[config.mk]
export PLATFORM = sky130hd
export DESIGN_NAME = ppm_regs
export DESIGN_NICKNAME = d
export VERILOG_FILES = /design/src/ppm_pkg.sv /design/src/ppm_delay_if.sv /design/src/ppm_delay_line.sv /design/src/ppm_regs.sv
export VERILOG_INCLUDE_DIRS = /design/src
export SDC_FILE = /design/constraint.sdc
export NUM_CORES = 1
export LEC_CHECK = 0
export ABC_AREA = 1
export BUFFER_PORTS_ARGS = -buffer_cell sky130_fd_sc_hd__clkbuf_2
export CAP_MARGIN = 40
export CORE_ASPECT_RATIO = 1.4
export CORE_UTILIZATION = 44
export CTS_CLUSTER_DIAMETER = 150
export DETAILED_ROUTE_END_ITERATION = 10
export PLACE_DENSITY = 0.65
export SETUP_SLACK_MARGIN = 0.3
export SLEW_MARGIN = 5
export SYNTH_ARGS = -nofsm -noshare
export SYNTH_HDL_FRONTEND = slang
export SYNTH_SLANG_ARGS = --single-unit
[constraint.sdc]
create_clock -name clk -period 1.37 [get_ports clk]
set_clock_uncertainty 0.05 [all_clocks]
set_input_delay 0 -clock clk [delete_from_list [all_inputs] [get_ports clk]]
set_output_delay 0 -clock clk [all_outputs]
set_load 0.01 [all_outputs]
[src/ppm_defs.svh]
// register offsets, field positions, reset values and widths of the progressive path mode bank
`ifndef PPM_DEFS_SVH
`define PPM_DEFS_SVH

`define PPM_ADDR_OUT_CTRL 8'h31
`define PPM_ADDR_DELAY_CTRL 8'h32
`define PPM_ADDR_FILT_CTRL 8'h33

`define PPM_RST_OUT_CTRL 8'h00
`define PPM_RST_DELAY_CTRL 8'h00
`define PPM_RST_FILT_CTRL 8'h68

`define PPM_BIT_PIX_VALID 0
`define PPM_BIT_TP_EN 2
`define PPM_BIT_TP_TYPE 3
`define PPM_LUMA_DLY_LSB 0
`define PPM_CHROMA_DLY_LSB 3
`define PPM_BIT_RED_FIRST 0
`define PPM_BIT_SINC_EN 3

`define PPM_DLY_W 3
`define PPM_MAX_DELAY 3'h4
`define PPM_PIX_W 10

`endif

[src/ppm_pkg.sv]
// types shared by the progressive path mode bank
`include "ppm_defs.svh"
package ppm_pkg;
	typedef logic [`PPM_PIX_W-1:0] ppm_pix_t;
	typedef logic [`PPM_DLY_W-1:0] ppm_dly_t;
	typedef enum logic {PPM_PAT_HATCH, PPM_PAT_FLAT} ppm_pattern_e;
endpackage : ppm_pkg

[src/ppm_delay_if.sv]
// carrier between the register bank and its luma and colour delay line
`timescale 1ns/1ps
interface ppm_delay_if;
	ppm_pkg::ppm_dly_t luma_code;
	ppm_pkg::ppm_dly_t chroma_code;
	logic sync_mark;
	ppm_pkg::ppm_pix_t luma_in;
	ppm_pkg::ppm_pix_t chroma_in;
	logic luma_start;
	logic chroma_start;
	ppm_pkg::ppm_pix_t luma_out;
	ppm_pkg::ppm_pix_t chroma_out;
	modport ctrl (output luma_code, chroma_code, sync_mark, luma_in, chroma_in,
		input luma_start, chroma_start, luma_out, chroma_out);
	modport line (input luma_code, chroma_code, sync_mark, luma_in, chroma_in,
		output luma_start, chroma_start, luma_out, chroma_out);
endinterface : ppm_delay_if

[src/ppm_delay_line.sv]
// programmable 0..4 cycle delay of luma and colour paths behind the line sync edge
`timescale 1ns/1ps
`include "ppm_defs.svh"
module ppm_delay_line (
	// clock and reset
	input wire logic clk,
	input wire logic rst_n,
	// settings and data
	ppm_delay_if.line dl
);
	localparam int TAPS = 5;
	logic [`PPM_PIX_W:0] luma_tap [TAPS];
	logic [`PPM_PIX_W:0] chroma_tap [TAPS];
	wire ppm_pkg::ppm_dly_t luma_sel;
	wire ppm_pkg::ppm_dly_t chroma_sel;

	// codes above four are unsupported; they clamp to the longest delay
	assign luma_sel = (dl.luma_code > `PPM_MAX_DELAY) ? `PPM_MAX_DELAY : dl.luma_code;
	assign chroma_sel = (dl.chroma_code > `PPM_MAX_DELAY) ? `PPM_MAX_DELAY : dl.chroma_code;

	assign luma_tap[0] = {dl.sync_mark, dl.luma_in};
	assign chroma_tap[0] = {dl.sync_mark, dl.chroma_in};

	genvar i;
	generate
		for (i = 1; i < TAPS; i++)
		begin : g_tap
			logic [`PPM_PIX_W:0] luma_r;
			logic [`PPM_PIX_W:0] chroma_r;
			always_ff @(posedge clk)
			begin
				if (!rst_n)
				begin
					luma_r <= '0;
					chroma_r <= '0;
				end
				else
				begin
					luma_r <= luma_tap[i-1];
					chroma_r <= chroma_tap[i-1];
				end
			end
			assign luma_tap[i] = luma_r;
			assign chroma_tap[i] = chroma_r;
		end
	endgenerate

	assign {dl.luma_start, dl.luma_out} = luma_tap[luma_sel];
	assign {dl.chroma_start, dl.chroma_out} = chroma_tap[chroma_sel];
endmodule : ppm_delay_line

[src/ppm_regs.sv]
// progressive path mode registers with line-sync relative luma and colour delays
//
// Summary of operation
// Bit 0 of 0x31 turns pixel-data-valid handling on; register resets to 0x00.
// Bit 2 of 0x31 set enables the internal test pattern; cleared turns it off.
// Bit 3 of 0x31 picks pattern: clear gives hatch, set gives flat field.
// Bits 2:0 of 0x32 delay luma after line sync fall by 0 to 4 cycles.
// Bits 5:3 of 0x32 delay colour after line sync fall by 0 to 4 cycles.
// Bit 0 of 0x33 picks first chroma sample: blue when clear, red when set.
// Software writes zero to reserved bits 2:1 and 4 of 0x33.
// Bit 3 of 0x33 enables sinc filter on DACs 1 to 3; resets 0x68.
// Delay codes above 4 are unsupported; here they act as 4.
`timescale 1ns/1ps
`include "ppm_defs.svh"
module ppm_regs (
	// clock and reset
	input wire logic clk,
	input wire logic rst_n,
	// register port
	input wire logic [7:0] reg_addr,
	input wire logic [7:0] reg_wdata,
	input wire logic reg_wr,
	input wire logic reg_rd,
	output logic [7:0] reg_rdata,
	output logic reg_rvalid,
	// video in
	input wire logic line_sync_n,
	input wire ppm_pkg::ppm_pix_t luma_in,
	input wire ppm_pkg::ppm_pix_t chroma_in,
	// video out
	output ppm_pkg::ppm_pix_t luma_out,
	output ppm_pkg::ppm_pix_t chroma_out,
	output logic luma_start,
	output logic chroma_start,
	output logic chroma_is_red,
	// mode controls
	output logic pixel_valid_en,
	output logic test_pattern_en,
	output ppm_pkg::ppm_pattern_e test_pattern_type,
	output logic sinc_filter_en
);
	logic [7:0] out_ctrl_r;
	logic [7:0] delay_ctrl_r;
	logic [7:0] filt_ctrl_r;
	logic sync_d_r;
	ppm_pkg::ppm_pix_t luma_out_r;
	ppm_pkg::ppm_pix_t chroma_out_r;
	logic luma_start_r;
	logic chroma_start_r;
	logic chroma_red_r;
	logic chroma_red_nxt;
	logic [7:0] rdata_r;
	logic [7:0] rdata_nxt;
	logic rvalid_r;

	ppm_delay_if dl ();

	wire wr_out = reg_wr && (reg_addr == `PPM_ADDR_OUT_CTRL);
	wire wr_dly = reg_wr && (reg_addr == `PPM_ADDR_DELAY_CTRL);
	wire wr_filt = reg_wr && (reg_addr == `PPM_ADDR_FILT_CTRL);
	wire sync_mark = sync_d_r && !line_sync_n;

	// register writes; all eight bits are held so reserved and untouched fields read back
	always_ff @(posedge clk)
	begin
		if (!rst_n)
		begin
			out_ctrl_r <= `PPM_RST_OUT_CTRL;
			delay_ctrl_r <= `PPM_RST_DELAY_CTRL;
			filt_ctrl_r <= `PPM_RST_FILT_CTRL;
		end
		else
		begin
			if (wr_out)
				out_ctrl_r <= reg_wdata;
			if (wr_dly)
				delay_ctrl_r <= reg_wdata;
			if (wr_filt)
				filt_ctrl_r <= reg_wdata;
		end
	end

	assign pixel_valid_en = out_ctrl_r[`PPM_BIT_PIX_VALID];
	assign test_pattern_en = out_ctrl_r[`PPM_BIT_TP_EN];
	assign test_pattern_type = ppm_pkg::ppm_pattern_e'(out_ctrl_r[`PPM_BIT_TP_TYPE]);
	assign sinc_filter_en = filt_ctrl_r[`PPM_BIT_SINC_EN];

	// read decode, unmapped subaddresses read zero
	always_comb
	begin
		unique case (reg_addr)
			`PPM_ADDR_OUT_CTRL: rdata_nxt = out_ctrl_r;
			`PPM_ADDR_DELAY_CTRL: rdata_nxt = delay_ctrl_r;
			`PPM_ADDR_FILT_CTRL: rdata_nxt = filt_ctrl_r;
			default: rdata_nxt = 8'h00;
		endcase
	end

	always_ff @(posedge clk)
	begin
		if (!rst_n)
		begin
			rdata_r <= 8'h00;
			rvalid_r <= 1'b0;
		end
		else
		begin
			rdata_r <= reg_rd ? rdata_nxt : rdata_r;
			rvalid_r <= reg_rd;
		end
	end

	assign reg_rdata = rdata_r;
	assign reg_rvalid = rvalid_r;

	// delay line feed
	assign dl.luma_code = delay_ctrl_r[`PPM_LUMA_DLY_LSB +: `PPM_DLY_W];
	assign dl.chroma_code = delay_ctrl_r[`PPM_CHROMA_DLY_LSB +: `PPM_DLY_W];
	assign dl.sync_mark = sync_mark;
	assign dl.luma_in = luma_in;
	assign dl.chroma_in = chroma_in;

	ppm_delay_line u_delay (
		.clk(clk),
		.rst_n(rst_n),
		.dl(dl.line)
	);

	// chroma phase restarts at the delayed line start, then alternates each sample
	assign chroma_red_nxt = dl.chroma_start ? filt_ctrl_r[`PPM_BIT_RED_FIRST] : !chroma_red_r;

	always_ff @(posedge clk)
	begin
		if (!rst_n)
		begin
			sync_d_r <= 1'b1;
			luma_out_r <= '0;
			chroma_out_r <= '0;
			luma_start_r <= 1'b0;
			chroma_start_r <= 1'b0;
			chroma_red_r <= 1'b0;
		end
		else
		begin
			sync_d_r <= line_sync_n;
			luma_out_r <= dl.luma_out;
			chroma_out_r <= dl.chroma_out;
			luma_start_r <= dl.luma_start;
			chroma_start_r <= dl.chroma_start;
			chroma_red_r <= chroma_red_nxt;
		end
	end

	assign luma_out = luma_out_r;
	assign chroma_out = chroma_out_r;
	assign luma_start = luma_start_r;
	assign chroma_start = chroma_start_r;
	assign chroma_is_red = chroma_red_r;
endmodule : ppm_regs

==> reports/qor.txt, run 1 <==
Worst Max-Slew Pin Slew: 0.473 ns
Die area: 12,500 sq um
Post-synthesis sequential area ratio: 0.533
Clock sinks: 141
Reg clk slew, reported paths: 0.06 ns
Power per cell area: 1300 nW/um^2
# placed instances: 897
IO buf count: 76
Layout cell share with drive strength beyond 1: 0.230
Max-cap violations: 0
Number of vias per cell: 4.86
Critical path type: flip-flop to flip-flop
Final min period: 1.25 ns
Tot GR Track Use: 0.208
Clk root buf: clkbuf_16
DR vias: 4,766
Chip height: 132 um
Largest net degree at the start of global routing: 36
Leakage: 0.00361 uW
Io pins: 77
First-pass GRT wire length: 20,300 um
Post-Syn Instances: 687
Share of the synthesized area in the top cell type: 0.533
Worst EP arrival: 1.55 ns
Status: finished with violations
# diodes: 0
Mapped Area: 5300 sq um
Post-CTS Hold Fix Bufs: 32
Final core occ: 0.602
Die width: 94.7 um
Synth area leaders: dfxtp_1 53%, nand2_1 8.8%, inv_1 7.8%, nor2_1 6.0%, o21ai_0 5.8%
Yosys cell types: 29
Initial Util: 0.450
Initial antenna violation count: 0
Worst hold path type: primary input to flip-flop
Crit end category: flip-flop
Critical Path Fanout Max: 5
Area growth syn-to-layout: 33.7%
Total power: 9200 uW
Wire per inst: 12.9 um
Minimum hold slack: -0.113 ns
Clock buffer depth: 2
Req. time, crit path: 1.67 ns
Worst skew pair latency: 0.42 ns
CORE AREA: 11,800 sq um
Cell Count, Final, Fillers Out: 981
GRT overflow: 0
DRT Pass-1 Iters: 5
Post-Syn Nets: 728
Synth Warn #: 0
Final Hold Fails: 21
Period utilisation layout: 0.914
Hpwl dp: 8020 um
Post-layout net count: 862
Crit path launch type: flip-flop
Relative slew slack: 0.684
Setup TNS: 0 ns
Routed WL: 12,700 um
CTS Buf Count: 17
RSZ-0062 raised after global routing: true
Syn Area/Cell: 7.71 sq um
Final Max Tran Viols: 0
Failing checks: negative hold slack
Biggest area consumer among synthesized cells: dfxtp_1
Fmax: 799 MHz
CTS tree: built
Synth Register Bits: 141
DRC: 0
Endpoints failing setup: 0
Max H-tree Level: 4
Worst vdd ir: 0.000788 V
Num rows: 47
Final ANT Viol Nets: 0
GP Congestion: 0.822
Vias in the first global route: 4,533
DRT iter0 DRCs: 204
-- worst paths after layout --
kind,start,end,slack [ns],cells past startpoint
hold / removal,rst_n,sync_d_r$_SDFF_PN1_,-0.11,2
setup reg to reg,delay_ctrl_r[2]$_SDFFE_PN0P_,luma_out[2]$_SDFF_PN0_,0.12,6
setup / recovery,delay_ctrl_r[2]$_SDFFE_PN0P_,luma_out[2]$_SDFF_PN0_,0.12,6
hold reg to reg,u_delay.g_tap[1].luma_r[0]$_SDFF_PN0_,u_delay.g_tap[2].luma_r[0]$_SDFF_PN0_,0.37,2
-- Yosys cell counts --
cell type    n
o21ai_1     19
buf_4        2
clkbuf_1    13
buf_1        5
nor2_2       1
clkinv_2     1
o21ai_0     61
nand2_1    124
inv_1      110
a31oi_1     18
inv_4        1
or2_2        1
nand3b_1     1
nor2_8       1
nand2_2      4
buf_2        6
nor2_4       5
dfxtp_1    141
nand3_4      1
inv_2        3
a21oi_1     32
clkbuf_4     1
o22ai_1      3
nand3_1     38
nand2_4      1
nand3_2      2
nor2_1      84
buf_6        7
a21boi_0     1
-- timing repair --
action                                  4_1_cts  5_1_grt
resized for setup                            29       20
pin swaps                                    12       14
hold endpoints to repair                     83       18
gates cloned                                  0        2
endpoints found under the setup margin       24       24
buffers inserted                             12        6
-- stage by stage --
stage               instance area [sq um]  setup WS [ns]  hold WS, ns
detailed placement                   5860        0.00285        0.150
CTS                                  6940          0.174       -0.124
global placement                     5860         0.0336        0.145
global route                         7080         0.0682      -0.0990
finish                               7080          0.118       -0.113
floorplan                            5330          0.250       0.0435
-- per-layer routing --
metal | global-route usage | vias to the layer above | routed length (um)
li1 | - | 2408 | -
met1 | 0.240 | 2227 | 5250
met2 | 0.358 | 111 | 6610
met3 | 0.0542 | 20 | 591
met4 | 0.0875 | 0 | 227
met5 | 0 | - | 0
-- worst max-delay path, cell delays in order, from the launching register on --
cell and delay [ns]:
dfxtp_4 0.37, nor2_4 0.22, clkbuf_16 0.18, nor2_1 0.04, o22ai_1 0.15, nor2_1 0.07, nor2_1 0.10
-- flip-flops by register name, summed over array words and instances, names as in the netlist --
signal / cells
chroma_start: 1
sync_d_r: 1
chroma_out: 10
delay_ctrl_r: 8
out_ctrl_r: 8
u_delay.g_tap.chroma_r: 43
luma_start: 1
reg_rdata: 8
chroma_is_red: 1
u_delay.g_tap.luma_r: 41
reg_rvalid: 1
luma_out: 10
filt_ctrl_r: 8
-- cells by family (layout without fill, tap and decap cells) --
| family | Yosys count | in the layout | share of synthesized area |
|---|---|---|---|
| buffers and inverters | 149 | 296 | 0.120 |
| flip-flops | 141 | 141 | 0.533 |
| AO/OA/AOI/OAI | 134 | 134 | 0.132 |
| AND/OR/NAND/NOR | 263 | 263 | 0.215 |
-- area by class of cell --
type / instances / area (sq um)
clock inverters: 14 / 133
repair buffers: 149 / 1140
clock buffers: 18 / 439
fillers: 1060 / 4680
multi-input cells: 397 / 1900
inverters: 115 / 448
well taps: 147 / 184
flip-flops and latches: 141 / 2840
-- layout by cell type (no fill, tap or decap), types with 3 or more instances in the layout --
cell	instances
o22ai_1	3
buf_6	10
inv_4	4
o21ai_0	45
buf_12	4
dfxtp_4	3
nor2_1	76
nand3_2	4
nor2_2	6
nand2_1	124
a21oi_1	31
inv_2	3
clkbuf_16	19
clkinvlp_4	3
nand2_2	4
clkinv_2	3
a31oi_1	18
inv_6	6
nor2_4	8
clkbuf_2	75
inv_1	106
o21ai_1	35
dfxtp_1	135
clkinv_4	3
nand3_1	36
dlygate4sd3_1	32
buf_4	25
dfxtp_2	3
-- power breakdown --
part / leakage [uW] / switching [uW] / total, uW / internal [uW]
clock: 0.000274 / 1810 / 4380 / 2570
combinational: 0.00218 / 295 / 541 / 246
sequential: 0.00116 / 59.7 / 4290 / 4230
total: 0.00361 / 2160 / 9200 / 7040
Power figures use the tool's default switching activity.
==> inputs of run 2 (changes only) <==
--- a/config.mk
+++ b/config.mk
@@ -13,7 +13,7 @@
 export CORE_UTILIZATION = 44
 export CTS_CLUSTER_DIAMETER = 150
 export DETAILED_ROUTE_END_ITERATION = 10
-export PLACE_DENSITY = 0.65
+export PLACE_DENSITY = 0.73
 export SETUP_SLACK_MARGIN = 0.3
 export SLEW_MARGIN = 5
 export SYNTH_ARGS = -nofsm -noshare
==> reports/qor.txt, run 2 (synthesis results as in run 1) <==
Setup TNS: 0 ns
Max H-tree Level: 4
Pre-CTS setup slack: 0.119 ns
Largest net degree at the start of global routing: 37
RSZ-0062 raised after global routing: true
Wire per inst: 13.3 um
Critical-path top delay cell: dfxtp_4
Final Max Tran Viols: 0
Largest reg by FF count: u_delay.g_tap.chroma_r
IO buf count: 76
Worst skew pair latency: 0.41 ns
CTS Buf Count: 17
Hold Path Origin: rst_n
Final ANT Viol Nets: 0
Worst hold path type: primary input to flip-flop
Layout cell share with drive strength beyond 1: 0.242
Total power: 9200 uW
Worst vdd ir: 0.000996 V
# fillers: 993
Initial Util: 0.450
Critical Path Fanout Max: 5
Met3 Use GR: 0.0484
Met2 Track Usage GR: 0.355
CP Cell Sequence: nor2_4 -> buf_6 -> buf_12 -> nor2_4 -> o21ai_1 -> a31oi_1
Clock sinks: 141
Chip height: 132 um
Final Hold Fails: 0
Power per cell area: 1290 nW/um^2
Number of vias per cell: 4.88
# diodes: 0
Max-cap violations: 0
Period utilisation layout: 0.923
Setup slack, reg-to-reg: 0.11 ns
Largest register FFs: 43
Initial antenna violation count: 0
Die area: 12,500 sq um
Most frequent cells in the layout: 135 x dfxtp_1, 123 x nand2_1, 106 x inv_1
Worst Hold End: filt_ctrl_r[5]$_SDFFE_PN1P_
Hold path cells: 3
M1 GR Usage: 0.234
Routed WL: 13,000 um
CORE AREA: 11,800 sq um
Reg2Reg Depth: 6
CTS tree: built
Final min period: 1.26 ns
Relative slew slack: 0.614
Vias in the first global route: 4,454
Clk root buf: clkbuf_16
Worst path most repeated cell: nor2_4
Die width: 94.7 um
Endpoints failing setup: 0
Area growth syn-to-layout: 35.2%
Req. time, crit path: 1.61 ns
Clock buffer depth: 2
Failing checks: design-rule violations
First-pass GRT wire length: 19,900 um
DRT iter0 DRCs: 283
Worst EP arrival: 1.50 ns
Io pins: 77
Critical Path Start: delay_ctrl_r[2]$_SDFFE_PN0P_
Reg2Reg Launch Point: delay_ctrl_r[2]$_SDFFE_PN0P_
Hpwl dp: 7710 um
Status: finished with violations
Commonest non-fill, non-tap cell in the layout: dfxtp_1
Critical path type: flip-flop to flip-flop
Reg clk slew, reported paths: 0.06 ns
Fmax: 791 MHz
DRT Pass-1 Iters: 8
FF-to-FF End: luma_out[5]$_SDFF_PN0_
GRT overflow: 0
Tot GR Track Use: 0.203
Crit path launch type: flip-flop
Worst Max-Slew Pin Slew: 0.577 ns
Post-layout net count: 862
Worst setup margin: 0.105 ns
DR vias: 4,782
Most used routing layer: met2
Crit end category: flip-flop
Num rows: 47
DRC: 2
Crit-path max cell delay: 0.37 ns
Biggest regs: u_delay.g_tap.chroma_r x43, u_delay.g_tap.luma_r x41
GP Congestion: 0.811
Leakage: 0.00364 uW
run 2: cell types whose count changed in the layout (fill, tap and decap cells not counted), sizes merged:
| cell | change |
|---|---|
| buf | -1 |
| clkinvlp | -2 |
| bufinv | +1 |
| clkinv | +2 |
| dlygate4sd3 | +2 |
| inv | -4 |
run 2: metrics by stage:
step / cells / util / cell area [sq um] / hold slack (ns)
2_1_floorplan: 687 / - / 5330 / 0.0435
3_3_place_gp: 899 / 0.501 / 5890 / 0.144
3_5_place_dp: 899 / 0.501 / 5890 / 0.149
4_1_cts: 971 / 0.589 / 6920 / -0.0643
5_1_grt: 979 / 0.609 / 7160 / 0.0109
6_report: 979 / 0.609 / 7160 / 0.0178
run 2: cell type report:
cell class | count | area, sq um | area share
clock inverters | 11 | 119 | 0.0166
clock buffers | 19 | 443 | 0.0618
inverters | 115 | 445 | 0.0622
well taps | 147 | 184 | 0.0257
repair buffers | 149 | 1130 | 0.158
multi-input cells | 397 | 2000 | 0.280
flip-flops and latches | 141 | 2840 | 0.396
run 2: how the worst max path moves through the flow:
| stage | slack [ns] | endpoint | depth (start not counted) |
|---|---|---|---|
| detailed placement | 0.12 | chroma_out[8]$_SDFF_PN0_ | 7 |
| finish | 0.11 | luma_out[5]$_SDFF_PN0_ | 6 |
| global route | 0.06 | luma_out[5]$_SDFF_PN0_ | 6 |
| global placement | 0.11 | chroma_out[8]$_SDFF_PN0_ | 7 |
| CTS | 0.16 | chroma_out[8]$_SDFF_PN0_ | 7 |
| floorplan | 0.25 | chroma_out[5]$_SDFF_PN0_ | 8 |
run 2: where the power goes:
| part | switching (uW) | internal (uW) |
|---|---|---|
| Clock | 1640 | 2700 |
| Sequential | 60.0 | 4230 |
| Combinational | 319 | 263 |
run 2: timing repair:
item / in CTS / in global routing
pin swaps: 6 / 24
hold endpoints to repair: 84 / 6
hold buffers: 32 / 3
setup buffers: 9 / 5
gates cloned: 1 / 1
setup endpoints to repair: 24 / 39
resized for setup: 18 / 51
run 2: metal layers:
metal	up-vias	share of wire	wire, um
li1	2402	-	-
met1	2190	0.40	5250
met2	162	0.52	6740
met3	28	0.054	708
met4	0	0.026	333
met5	-	0	0
run 2: worst max-delay path, delay by kind of cell, from the launching register on:
kind	cells	cell delay (ns)
flops	1	0.37
buf+inv	2	0.28
simple gates	2	0.26
compound gates	2	0.18
